[config.mk]
export PLATFORM = sky130hd
export DESIGN_NAME = cidec_decoder
export DESIGN_NICKNAME = d
export VERILOG_FILES = /design/src/rtl/cidec_pkg.sv /design/src/rtl/cidec_op_if.sv /design/src/rtl/cidec_field_decode.sv /design/src/rtl/cidec_cycle_ctrl.sv /design/src/rtl/cidec_decoder.sv
export SDC_FILE = /design/constraint.sdc
export NUM_CORES = 1
export LEC_CHECK = 0
export BUFFER_PORTS_ARGS = -buffer_cell sky130_fd_sc_hd__buf_2
export CAP_MARGIN = 0
export CORE_ASPECT_RATIO = 0.9
export CORE_MARGIN = 2
export CORE_UTILIZATION = 25
export DETAILED_ROUTE_END_ITERATION = 8
export GPL_TIMING_DRIVEN = 0
export MAX_ROUTING_LAYER = met4
export PLACE_DENSITY = 0.4
export SYNTH_ARGS = -nofsm -noshare
export SYNTH_HDL_FRONTEND = slang
export SYNTH_SLANG_ARGS = --single-unit
[constraint.sdc]
create_clock -name sys_clk -period 3.7 [get_ports sys_clk]
set_input_delay 0.925 -clock sys_clk [delete_from_list [all_inputs] [get_ports sys_clk]]
set_output_delay 0.925 -clock sys_clk [all_outputs]
set_load 0.01 [all_outputs]
[src/rtl/cidec_pkg.sv]
// shared constants and types of the control and indirect-op decoder
package cidec_pkg;

  // ------------------------------------------------------------
  // instruction word
  // ------------------------------------------------------------
  localparam int          WORD_W = 14;

  localparam logic [13:0] PAT_BRANCH_ACC   = 14'h000B;
  localparam logic [13:0] PAT_CALL_ACC     = 14'h000A;
  localparam logic [13:0] PAT_INT_RETURN   = 14'h0009;
  localparam logic [13:0] PAT_PRESCALE_CFG = 14'h0062;
  localparam logic [13:0] PAT_STANDBY      = 14'h0063;
  localparam logic [13:0] PAT_WDOG_CLEAR   = 14'h0064;
  localparam logic [13:0] MASK_PIN_DIR     = 14'h3FF8;
  localparam logic [13:0] PAT_PIN_DIR      = 14'h0060;
  localparam logic [13:0] MASK_RET_LIT     = 14'h3F00;
  localparam logic [13:0] PAT_RET_LIT      = 14'h3400;
  localparam logic [13:0] MASK_PTR_ADD     = 14'h3F80;
  localparam logic [13:0] PAT_PTR_ADD      = 14'h3100;
  localparam logic [13:0] MASK_IND_MOD     = 14'h3FF8;
  localparam logic [13:0] PAT_LOAD_MOD     = 14'h0010;
  localparam logic [13:0] PAT_STORE_MOD    = 14'h0018;
  localparam logic [13:0] MASK_IND_IDX     = 14'h3F80;
  localparam logic [13:0] PAT_LOAD_IDX     = 14'h3F00;
  localparam logic [13:0] PAT_STORE_IDX    = 14'h3F80;

  // field positions
  localparam int MOD_PTR_BIT = 2;
  localparam int IDX_PTR_BIT = 6;
  localparam int IDX_SIGN_BIT = 5;

  // cycle counts
  localparam logic [1:0] CYC_SINGLE   = 2'h1;
  localparam logic [1:0] CYC_PC_LOAD  = 2'h2;
  localparam logic [1:0] CYC_PTR_HIGH = 2'h1;

  // standby flag values
  localparam logic WDOG_EXPIRY_STANDBY = 1'b1;
  localparam logic POWER_DOWN_STANDBY  = 1'b0;

  // ------------------------------------------------------------
  // register map (word index)
  // ------------------------------------------------------------
  localparam int          ADDR_W  = 4;
  localparam int          DATA_W  = 16;
  localparam logic [3:0]  OFS_CTRL    = 4'h0;
  localparam logic [3:0]  OFS_IRQCTL  = 4'h1;
  localparam logic [3:0]  OFS_STATUS  = 4'h2;
  localparam logic [3:0]  OFS_COUNT   = 4'h3;
  localparam int          CTRL_EN_BIT = 0;
  localparam int          IRQ_ALLOW_BIT = 7;
  localparam logic        RST_CTRL_EN   = 1'b1;
  localparam logic [7:0]  RST_IRQCTL    = 8'h00;

  typedef enum logic [3:0] {
    OP_OTHER,
    OP_BRANCH_ACC,
    OP_CALL_ACC,
    OP_RET_LIT,
    OP_INT_RETURN,
    OP_PRESCALE_CFG,
    OP_PIN_DIR,
    OP_STANDBY,
    OP_PTR_ADD,
    OP_LOAD_MOD,
    OP_LOAD_IDX,
    OP_STORE_MOD,
    OP_STORE_IDX
  } cidec_op_type;

endpackage

[src/rtl/cidec_op_if.sv]
// decoded fields passed between the decoder's own modules
`timescale 1ns/100ps
interface cidec_op_if;
  cidec_pkg::cidec_op_type opClass;
  logic [7:0]              literal;
  logic                    ptrSel;
  logic [1:0]              mode;
  logic [2:0]              portSel;
  logic [1:0]              cycles;
  logic                    pcChange;
  logic                    indirect;

  modport dec (output opClass, literal, ptrSel, mode, portSel);
  modport cyc (input opClass, ptrSel, output cycles, pcChange, indirect);
  modport use_side (input opClass, literal, ptrSel, mode, portSel, cycles,
                    pcChange, indirect);
endinterface

[src/rtl/cidec_field_decode.sv]
// classifies a 14-bit word and extracts its operand fields
`timescale 1ns/100ps
module cidec_field_decode (
  input  wire logic [13:0] word,
  cidec_op_if.dec          op
);

  function automatic logic hit(input logic [13:0] w,
                               input logic [13:0] m,
                               input logic [13:0] p);
    hit = (w & m) == p;
  endfunction

  always_comb begin
    op.opClass = cidec_pkg::OP_OTHER;
    op.literal = 8'h00;
    op.ptrSel  = 1'b0;
    op.mode    = 2'h0;
    op.portSel = 3'h0;
    if (word == cidec_pkg::PAT_BRANCH_ACC) begin
      op.opClass = cidec_pkg::OP_BRANCH_ACC;
    end else if (word == cidec_pkg::PAT_CALL_ACC) begin
      op.opClass = cidec_pkg::OP_CALL_ACC;
    end else if (word == cidec_pkg::PAT_INT_RETURN) begin
      op.opClass = cidec_pkg::OP_INT_RETURN;
    end else if (word == cidec_pkg::PAT_PRESCALE_CFG) begin
      op.opClass = cidec_pkg::OP_PRESCALE_CFG;
    end else if (word == cidec_pkg::PAT_STANDBY) begin
      op.opClass = cidec_pkg::OP_STANDBY;
    end else if (word == cidec_pkg::PAT_WDOG_CLEAR) begin
      op.opClass = cidec_pkg::OP_OTHER;
    end else if (hit(word, cidec_pkg::MASK_PIN_DIR,
                     cidec_pkg::PAT_PIN_DIR)) begin
      op.opClass = cidec_pkg::OP_PIN_DIR;
      op.portSel = word[2:0];
    end else if (hit(word, cidec_pkg::MASK_RET_LIT,
                     cidec_pkg::PAT_RET_LIT)) begin
      op.opClass = cidec_pkg::OP_RET_LIT;
      op.literal = word[7:0];
    end else if (hit(word, cidec_pkg::MASK_PTR_ADD,
                     cidec_pkg::PAT_PTR_ADD)) begin
      op.opClass = cidec_pkg::OP_PTR_ADD;
      op.ptrSel  = word[cidec_pkg::IDX_PTR_BIT];
      op.literal = {2'h0, word[5:0]};
    end else if (hit(word, cidec_pkg::MASK_IND_MOD,
                     cidec_pkg::PAT_LOAD_MOD) ||
                 hit(word, cidec_pkg::MASK_IND_MOD,
                     cidec_pkg::PAT_STORE_MOD)) begin
      op.opClass = word[3] ? cidec_pkg::OP_STORE_MOD
                           : cidec_pkg::OP_LOAD_MOD;
      op.ptrSel  = word[cidec_pkg::MOD_PTR_BIT];
      op.mode    = word[1:0];
    end else if (hit(word, cidec_pkg::MASK_IND_IDX,
                     cidec_pkg::PAT_LOAD_IDX) ||
                 hit(word, cidec_pkg::MASK_IND_IDX,
                     cidec_pkg::PAT_STORE_IDX)) begin
      op.opClass = word[7] ? cidec_pkg::OP_STORE_IDX
                           : cidec_pkg::OP_LOAD_IDX;
      op.ptrSel  = word[cidec_pkg::IDX_PTR_BIT];
      op.literal = {{2{word[cidec_pkg::IDX_SIGN_BIT]}}, word[5:0]};
    end
  end

endmodule // cidec_field_decode

[src/rtl/cidec_cycle_ctrl.sv]
// works out the cycle count of a decoded word
`timescale 1ns/100ps
module cidec_cycle_ctrl (
  input  wire logic [1:0] ptrMsb,
  cidec_op_if.cyc         op
);

  always_comb begin
    op.pcChange = op.opClass inside {cidec_pkg::OP_BRANCH_ACC,
                                     cidec_pkg::OP_CALL_ACC,
                                     cidec_pkg::OP_RET_LIT,
                                     cidec_pkg::OP_INT_RETURN};
    op.indirect = op.opClass inside {cidec_pkg::OP_LOAD_MOD,
                                     cidec_pkg::OP_LOAD_IDX,
                                     cidec_pkg::OP_STORE_MOD,
                                     cidec_pkg::OP_STORE_IDX};
    // program counter loads take a trailing no-operation cycle
    op.cycles = op.pcChange ? cidec_pkg::CYC_PC_LOAD
                            : cidec_pkg::CYC_SINGLE;
    // high half of the pointer space costs one more cycle
    if (op.indirect && ptrMsb[op.ptrSel]) begin
      op.cycles = 2'(op.cycles + cidec_pkg::CYC_PTR_HIGH);
    end
  end

endmodule // cidec_cycle_ctrl

[src/rtl/cidec_decoder.sv]
// top of the control and indirect-op instruction decoder
`timescale 1ns/100ps
module cidec_decoder (
  input  wire logic                          sys_clk,
  input  wire logic                          rst,
  // instruction fetch
  input  wire logic                          instrValid,
  input  wire logic [cidec_pkg::WORD_W-1:0]  instrWord,
  output logic                               fetchReady,
  // pointer top bits from the execution stage
  input  wire logic [1:0]                    ptrMsb,
  // decoded controls
  output logic                               opValid,
  output cidec_pkg::cidec_op_type            opClass,
  output logic [7:0]                         opLiteral,
  output logic                               opPtrSel,
  output logic [1:0]                         opMode,
  output logic [2:0]                         opPortSel,
  output logic [1:0]                         opCycles,
  output logic                               nopCycle,
  output logic                               pcLoad,
  output logic                               stackPop,
  output logic                               stackPush,
  output logic                               accWrite,
  output logic                               zeroFlagUpd,
  output logic                               standbyFlagUpd,
  output logic                               wdogExpiryVal,
  output logic                               powerDownVal,
  output logic                               globalIrqAllow,
  // register port
  input  wire logic [cidec_pkg::ADDR_W-1:0]  regAddr,
  input  wire logic [cidec_pkg::DATA_W-1:0]  regWdata,
  input  wire logic                          regWr,
  input  wire logic                          regRd,
  output logic [cidec_pkg::DATA_W-1:0]       regRdata
);

  // ------------------------------------------------------------
  // state
  // ------------------------------------------------------------
  typedef struct packed {
    logic                    ready;
    logic [1:0]              remain;
    logic                    opValid;
    cidec_pkg::cidec_op_type opClass;
    cidec_pkg::cidec_op_type lastClass;
    logic [7:0]              literal;
    logic                    ptrSel;
    logic [1:0]              mode;
    logic [2:0]              portSel;
    logic [1:0]              cycles;
    logic                    nop;
    logic                    pcLoad;
    logic                    stackPop;
    logic                    stackPush;
    logic                    accWrite;
    logic                    zeroUpd;
    logic                    standbyUpd;
    logic                    wdogExpiry;
    logic                    powerDown;
    logic                    decodeEn;
    logic [7:0]              irqCtl;
    logic [15:0]             count;
    logic [15:0]             rdata;
  } cidec_state_type;

  cidec_state_type state_reg;
  cidec_state_type state_next;

  // ------------------------------------------------------------
  // field decode and cycle count
  // ------------------------------------------------------------
  cidec_op_if op ();

  cidec_field_decode u_field (
    .word (instrWord),
    .op   (op.dec)
  );

  cidec_cycle_ctrl u_cycle (
    .ptrMsb (ptrMsb),
    .op     (op.cyc)
  );

  // ------------------------------------------------------------
  // register readback
  // ------------------------------------------------------------
  function automatic logic [15:0] read_word(input cidec_state_type s,
                                            input logic [3:0] a);
    read_word = 16'h0000;
    unique case (a)
      cidec_pkg::OFS_CTRL:   read_word = {15'h0000, s.decodeEn};
      cidec_pkg::OFS_IRQCTL: read_word = {8'h00, s.irqCtl};
      cidec_pkg::OFS_STATUS: read_word = {8'h00, s.lastClass, s.remain,
                                          s.nop, s.ready};
      cidec_pkg::OFS_COUNT:  read_word = s.count;
      default:               read_word = 16'h0000;
    endcase
  endfunction

  // ------------------------------------------------------------
  // next state
  // ------------------------------------------------------------
  logic take;
  logic setIrqAllow;

  always_comb begin
    state_next = state_reg;
    take = state_reg.ready && instrValid && state_reg.decodeEn;
    setIrqAllow = 1'b0;

    // per-cycle pulses default low
    state_next.opValid    = 1'b0;
    state_next.nop        = 1'b0;
    state_next.pcLoad     = 1'b0;
    state_next.stackPop   = 1'b0;
    state_next.stackPush  = 1'b0;
    state_next.accWrite   = 1'b0;
    state_next.zeroUpd    = 1'b0;
    state_next.standbyUpd = 1'b0;

    if (take) begin
      // one class per word, all controls issued together
      state_next.opValid   = 1'b1;
      state_next.opClass   = op.opClass;
      state_next.lastClass = op.opClass;
      state_next.literal   = op.literal;
      state_next.ptrSel    = op.ptrSel;
      state_next.mode      = op.mode;
      state_next.portSel   = op.portSel;
      state_next.cycles    = op.cycles;
      state_next.remain    = 2'(op.cycles - 2'h1);
      state_next.ready     = op.cycles == cidec_pkg::CYC_SINGLE;
      state_next.pcLoad    = op.pcChange;
      state_next.count     = 16'(state_reg.count + 16'h0001);
      unique case (op.opClass)
        cidec_pkg::OP_BRANCH_ACC: begin
        end
        cidec_pkg::OP_CALL_ACC: begin
          state_next.stackPush = 1'b1;
        end
        cidec_pkg::OP_RET_LIT: begin
          state_next.stackPop = 1'b1;
          state_next.accWrite = 1'b1;
        end
        cidec_pkg::OP_INT_RETURN: begin
          state_next.stackPop = 1'b1;
          setIrqAllow = 1'b1;
        end
        cidec_pkg::OP_STANDBY: begin
          state_next.standbyUpd = 1'b1;
          state_next.wdogExpiry = cidec_pkg::WDOG_EXPIRY_STANDBY;
          state_next.powerDown  = cidec_pkg::POWER_DOWN_STANDBY;
        end
        cidec_pkg::OP_LOAD_MOD, cidec_pkg::OP_LOAD_IDX: begin
          state_next.accWrite = 1'b1; // and
          state_next.zeroUpd  = 1'b1;
        end
        default: begin
          // remaining classes leave flags alone
        end
      endcase
    end else if (state_reg.remain != 2'h0) begin
      // trailing cycles execute as no-operation
      state_next.nop    = 1'b1; // and
      state_next.remain = 2'(state_reg.remain - 2'h1);
      state_next.ready  = state_reg.remain == 2'h1;
    end

    // software registers
    if (regWr && regAddr == cidec_pkg::OFS_CTRL) begin
      state_next.decodeEn = regWdata[cidec_pkg::CTRL_EN_BIT];
    end
    if (regWr && regAddr == cidec_pkg::OFS_IRQCTL) begin
      state_next.irqCtl = regWdata[7:0];
    end
    // hardware set wins over a software clear in the same cycle
    if (setIrqAllow) begin
      state_next.irqCtl[cidec_pkg::IRQ_ALLOW_BIT] = 1'b1;
    end

    state_next.rdata = regRd ? read_word(state_reg, regAddr) : 16'h0000;
  end

  always_ff @(posedge sys_clk) begin
    if (rst) begin
      state_reg            <= '0;
      state_reg.ready      <= 1'b1;
      state_reg.opClass    <= cidec_pkg::OP_OTHER;
      state_reg.lastClass  <= cidec_pkg::OP_OTHER;
      state_reg.cycles     <= cidec_pkg::CYC_SINGLE;
      state_reg.wdogExpiry <= 1'b1;
      state_reg.powerDown  <= 1'b1;
      state_reg.decodeEn   <= cidec_pkg::RST_CTRL_EN;
      state_reg.irqCtl     <= cidec_pkg::RST_IRQCTL;
    end else begin
      state_reg <= state_next;
    end
  end

  // ------------------------------------------------------------
  // outputs
  // ------------------------------------------------------------
  assign fetchReady     = state_reg.ready;
  assign opValid        = state_reg.opValid;
  assign opClass        = state_reg.opClass;
  assign opLiteral      = state_reg.literal;
  assign opPtrSel       = state_reg.ptrSel;
  assign opMode         = state_reg.mode;
  assign opPortSel      = state_reg.portSel;
  assign opCycles       = state_reg.cycles;
  assign nopCycle       = state_reg.nop;
  assign pcLoad         = state_reg.pcLoad;
  assign stackPop       = state_reg.stackPop;
  assign stackPush      = state_reg.stackPush;
  assign accWrite       = state_reg.accWrite;
  assign zeroFlagUpd    = state_reg.zeroUpd;
  assign standbyFlagUpd = state_reg.standbyUpd;
  assign wdogExpiryVal  = state_reg.wdogExpiry;
  assign powerDownVal   = state_reg.powerDown;
  assign globalIrqAllow = state_reg.irqCtl[cidec_pkg::IRQ_ALLOW_BIT];
  assign regRdata       = state_reg.rdata;

endmodule // cidec_decoder

==> summary.txt, run 1 <==
wire length per cell - 13.9 um
crit start category - primary input
storage element area - 1460 um2
share of cells above drive strength 1 - 32.1%
Site Rows - 40
worst-skew pair later-pin latency - 340 ps
vias per cell - 4.49
highest-count cells in the layout ignoring fill and taps - buf_2 (78), dfxtp_1 (73), nor2_1 (50), buf_4 (36), nand2_1 (25)
DRC Markers - 0
Post-CTS Hold Fix Bufs - 0
crit path time final - 3080 ps
clock sink total - 73
width of the die - 127 um
ANT cells - 0
Inserted Clock Buffers - 9
GR Overflow Total - 0
via count - 2881
post_cts resized - 0
yosys warns - 0
GRT Resource Usage Total - 13.1%
CP cell instances - buf_2, or3_1, nor2_1, nand4_1, and2_1, clkbuf_1, a31o_1, ha_1, nand2_1, o21ai_0, nand2b_1
Slew Limit Headroom - 58.0%
synthesized area - 3430 um2
CTS Buffer Depth - 2
Max-cap violations - 0
path type of the worst setup path - primary input to flop
cells on worst reg2reg path - 7
io pins - 89
Final period util - 83.3%
port buffer count - 77
WP data required - 3930 ps
Mapped Cells - 380
Final GP Congestion - 0.793
endpoints failing setup - 0
Critical Path Fanout Max - 6
EDFF count, synth - 0
count of buffer and inverter cells on the critical path - 2
Seq/Total Area, Yosys - 42.6%
clk root buf - clkbuf_16
Hold Path Class - flop to flop
WP depth - 11
CTS tree - built
Vert. Die Dim - 115 um
max reg flops - 30
Synth cell types - 59
die area - 14700 um2
Initial DRC Count - 136
Final ANT Viol Nets - 0
core footprint - 13400 um2
number of global-route vias before repair - 2799
Top delay family on crit path - simple AND/OR/NAND/NOR gates
Clock Pin Slew Worst Setup and Hold Paths - 60 ps
Avg Cell Area, Syn - 9.03 um2
Placed Instances - 625
max incr delay on CP - 480 ps
Final Hold Fails - 0
setup bufs post-CTS - 0
Final Util - 32.6%
first-pass GRT wire length - 14.3 mm
Hold Crit Depth - 2
largest net degree at the start of global routing - 13
footprint of the multi-input gates - 1620 um2
most common cell after layout, fill and taps aside - buf_2
final-report max-slew violation count - 0
H-tree depth - 3
Initial Utilization - 25.7%
WP data arrival - 3310 ps
TNS Setup - 0 ps
HPWL after DPL - 6.75 mm
Pwr Total - 1890 uW
Synth Flop Type - dfxtp_1
Post-Route Skew - 3.92 ps
slowest cell on the critical path - or3_1
endpoint type of the worst setup path - flop
fillers - 1438
Area Growth Syn to Fin - 27.0%
final cell count without fillers - 641
P_leak - 0.00191 uW
Slew @ Worst Pin - 621 ps
Max Freq - 325 MHz
fin nets - 515
async set-reset flop share out of synthesis - 0%
number of antenna violations at the first check in global routing - 0
RSZ-0062 raised after global routing - no
pwr dens - 433 nW/um2
outcome - complete, no violations
register bit total from synthesis - 73
1st-pass router iterations - 4
Synth Net Count - 427
final wirelength - 8.92 mm
Peak VDD IR - 0.222 mV
==> synthesized netlist by cell type (all sizes together), types with 7 or more instances <==
master   n  area, um2
clkbuf  16       60.1
nand3   13       65.1
dfxtp   73       1460
o21ai   12       60.1
a22oi    7       52.6
nand2   25       93.8
nand4    7       43.8
nor2    50        188
a22o     9       78.8
and2    11       68.8
buf     38        279
a21oi   13       65.1
xor2    12        105
mux2i   11        110
==> kinds of logic after synthesis <==
group | Yosys count | synth area share [%]
AO/OA/AOI/OAI | 64 | 13.3
other | 1 | 0.109
flip-flops | 73 | 42.6
AND/OR/NAND/NOR | 147 | 22.2
multiplexers | 17 | 5.51
XOR/XNOR | 15 | 3.83
adder cells (fa/ha/maj) | 6 | 2.19
buffers and inverters | 57 | 10.2
==> worst paths after layout <==
kind / to / startpoint / slack (ps)
max reg2reg: state_reg[28] / fetchReady / 1720
min: opLiteral[6] / opLiteral[6] / 460
max: opCycles[0] / instrWord[11] / 620
min reg2reg: opLiteral[6] / opLiteral[6] / 460
==> through the flow <==
step / hold slack [ps] / worst slack [ps] / instance area (um2)
after floorplan: 421 / 705 / 3430
after global placement: 446 / 267 / 4030
after detailed placement: 449 / 292 / 4030
after CTS: 462 / 636 / 4360
after global routing: 499 / 366 / 4360
final: 458 / 619 / 4360
==> where the power goes <==
group	switching [uW]	leakage, uW	internal, uW
Clock	334	0.000162	624
Sequential	7.92	0.000590	796
Combinational	73.3	0.00116	50.0
==> area by class of cell <==
cell class | count | area share (%)
multi-input combinational | 250 | 37.1
buffer | 54 | 7.79
clock buffer | 11 | 5.80
inverter | 3 | 0.259
sequential | 73 | 33.6
tap | 168 | 4.83
clock inverter | 5 | 1.78
timing repair buffer | 77 | 8.85
==> layer usage <==
metal | share of wire (%) | up-vias | global-route usage, %
met5 | 0 | - | -
met4 | 1.5 | 0 | 4.18
met3 | 5.7 | 7 | 4.42
met2 | 45 | 64 | 20.0
met1 | 48 | 1341 | 16.5
li1 | - | 1469 | -
==> tightest hold or removal path: stages (launching register included) <==
cell and delay (ps):
dfxtp_1 320, nand2_1 50, o21ai_0 60
Power figures use the tool's default switching activity.
==> run 2: changes to the inputs <==
--- a/config.mk
+++ b/config.mk
@@ -13,7 +13,7 @@
 export DETAILED_ROUTE_END_ITERATION = 8
 export GPL_TIMING_DRIVEN = 0
 export MAX_ROUTING_LAYER = met4
-export PLACE_DENSITY = 0.4
+export PLACE_DENSITY = 0.41
 export SYNTH_ARGS = -nofsm -noshare
 export SYNTH_HDL_FRONTEND = slang
 export SYNTH_SLANG_ARGS = --single-unit
==> constraint.sdc (replaced) <==
create_clock -name sys_clk -period 2.5 [get_ports sys_clk]
set_input_delay 0.625 -clock sys_clk [delete_from_list [all_inputs] [get_ports sys_clk]]
set_output_delay 0.625 -clock sys_clk [all_outputs]
set_load 0.01 [all_outputs]
==> run 2 against run 1 <==
Compared with the run above: the run now ends with setup timing left; global-route usage rose by 0.51 points; count of clock-buffer cells in the layout up 1; design area up 4.9%; sequential cell count is the same; clock skew up 1.9 ps; combinational power rose by 67%; sequential power rose by 48%; critical path depth fell by 1; power grew 40%; via count increased by 1.9%; critical endpoint unchanged; largest power group unchanged.
==> summary.txt, run 2 (same netlist as run 1, synthesis figures left out) <==
Initial DRC Count - 137 (was 136)
via count - 2935 (was 2881)
Post-CTS Hold Fix Bufs - 0 (unchanged)
Max-cap violations - 0 (unchanged)
endpoints failing setup - 2 (was 0)
Hold Path Class - flop to flop (unchanged)
Hold Crit Depth - 2 (unchanged)
final wirelength - 9.17 mm (was 8.92 mm)
HPWL after DPL - 6.74 mm (was 6.75 mm)
most common cell after layout, fill and taps aside - buf_2 (unchanged)
Clock power frac - 47.2% (was 50.8%)
cells on worst reg2reg path - 7 (unchanged)
final cell count without fillers - 660 (was 641)
P_leak - 0.00201 uW (was 0.00191 uW)
internal power - 2020 uW (was 1470 uW)
Peak VDD IR - 0.290 mV (was 0.222 mV)
Final period util - 101%
path type of the worst setup path - primary input to flop (unchanged)
Final ANT Viol Nets - 0 (unchanged)
violated checks - setup timing
highest-count cells in the layout ignoring fill and taps - buf_2 (76), dfxtp_1 (73), buf_4 (56), nor2_1 (49), nand2_1 (24) (was buf_2 (78), dfxtp_1 (73), nor2_1 (50), buf_4 (36), nand2_1 (25))
Gate power share - 7.8% (was 6.5%)
clk root buf - clkbuf_16 (unchanged)
final-report max-slew violation count - 0 (unchanged)
Inserted Clock Buffers - 9 (unchanged)
ANT cells - 0 (unchanged)
max reg flops - 30 (unchanged)
WP data arrival - 2810 ps (was 3310 ps)
CTS tree - built (unchanged)
first-pass GRT wire length - 14.9 mm (was 14.3 mm)
Clock Pin Slew Worst Setup and Hold Paths - 60 ps (about the same)
Area Growth Syn to Fin - 33.2% (was 27.0%)
worst-skew pair later-pin latency - 340 ps (about the same)
Final GP Congestion - 0.796 (was 0.793)
Placed Instances - 625 (unchanged)
Site Rows - 40 (unchanged)
Flop pwr share - 45.0% (was 42.6%)
crit start category - primary input (unchanged)
WP data required - 2780 ps (was 3930 ps)
width of the die - 127 um (unchanged)
Final Hold Fails - 0 (unchanged)
vias per cell - 4.45 (was 4.49)
port buffer count - 77 (unchanged)
Initial Utilization - 25.7% (unchanged)
share of cells above drive strength 1 - 38.0% (was 32.1%)
1st-pass router iterations - 4 (unchanged)
number of global-route vias before repair - 2881 (was 2799)
Sw Ratio - 23.7% (was 22.0%)
Critical Path Fanout Max - 5 (was 6)
Post-Route Skew - 5.86 ps (was 3.92 ps)
wire length per cell - 13.9 um (about the same)
fin nets - 534 (was 515)
io pins - 89 (unchanged)
core footprint - 13400 um2 (unchanged)
die area - 14700 um2 (unchanged)
Worst Slack Setup Final - -27.0 ps (was 619 ps)
number of antenna violations at the first check in global routing - 0 (unchanged)
outcome - finished with violations (was complete, no violations)
Sw Pwr - 628 uW (was 415 uW)
max incr delay on CP - 480 ps (about the same)
pre-CTS setup slack - -564 ps (was 292 ps)
RSZ-0062 raised after global routing - yes (was no)
GR Overflow Total - 0 (unchanged)
pwr dens - 579 nW/um2 (was 433 nW/um2)
largest net degree at the start of global routing - 13 (unchanged)
Slew Limit Headroom - 58.7% (was 58.0%)
crit path time final - 2530 ps
Slew @ Worst Pin - 613 ps (was 621 ps)
Vert. Die Dim - 115 um (unchanged)
slowest cell on the critical path - or4_4 (was or3_1)
DRC Markers - 0 (unchanged)
CP cell instances - buf_8, or3b_4, or4_4, a221o_2, a21boi_2, a31o_1, ha_1, nand2_1, o21ai_1, nand2b_1 (was buf_2, or3_1, nor2_1, nand4_1, and2_1, clkbuf_1, a31o_1, ha_1, nand2_1, o21ai_0, nand2b_1)
H-tree depth - 3 (unchanged)
CTS Buffer Depth - 2 (unchanged)
GRT Resource Usage Total - 13.7% (was 13.1%)
endpoint type of the worst setup path - flop (unchanged)
clock sink total - 73 (unchanged)
Max Freq - 396 MHz
## run 2: cell type report
class | instances | area [um2]
Buffer | 53 | 337
Tap cell | 168 | 210
Clock inverter | 4 | 26.3
Fill cell | 1403 | 8800
Inverter | 3 | 11.3
Multi-Input combinational cell | 250 | 1690
Timing Repair Buffer | 97 | 562
Clock buffer | 12 | 267
Sequential cell | 73 | 1460
## run 2: worst paths after layout
| check | startpoint | end | slack (ps) |
|---|---|---|---|
| min reg2reg | opLiteral[6] | opLiteral[6] | 460 |
| min | opLiteral[6] | opLiteral[6] | 460 |
| max | instrWord[5] | opCycles[0] | -30 |
| max reg2reg | fetchReady | state_reg[30] | 510 |
## run 2: power by group through the flow
stage	combinational [uW]	clock (uW)	sequential [uW]
final	206	1250	1190
after global routing	230	1350	1190
after CTS	199	1290	1190
after detailed placement	186	0	1220
after global placement	185	0	1220
after floorplan	110	0	1210
## run 2: critical path, delay by kind of cell
| family | cells | cell delay [ps] |
|---|---|---|
| compound gates | 4 | 820 |
| fa+ha+maj | 1 | 230 |
| buf+inv | 1 | 100 |
| simple gates | 4 | 1030 |
## run 2: metal layers
layer	global-route usage (%)	vias up	part of all wire [%]
li1	-	1509	-
met1	17.5	1368	50
met2	20.7	54	44
met3	4.23	4	3.9
met4	4.25	0	1.2
met5	-	-	0
## run 2: repair_timing
action / 4_1_cts / 5_1_grt
endpoints found under the setup margin: 5 / 5
gates resized for setup: 15 / 13
buffers inserted: 12 / 8
pin swaps: 8 / 13
## run 2: through the flow
step	hold slack, ps	power, uW	util [%]	cell area [um2]	TNS, ps
after detailed placement	444	1400	30.2	4030	-3980
after CTS	463	2680	33.4	4470	-23.1
after global placement	445	1400	30.2	4030	-4250
after global routing	492	2770	34.2	4570	-269
final	457	2650	34.2	4570	-48.1
after floorplan	421	1320	-	3430	-538
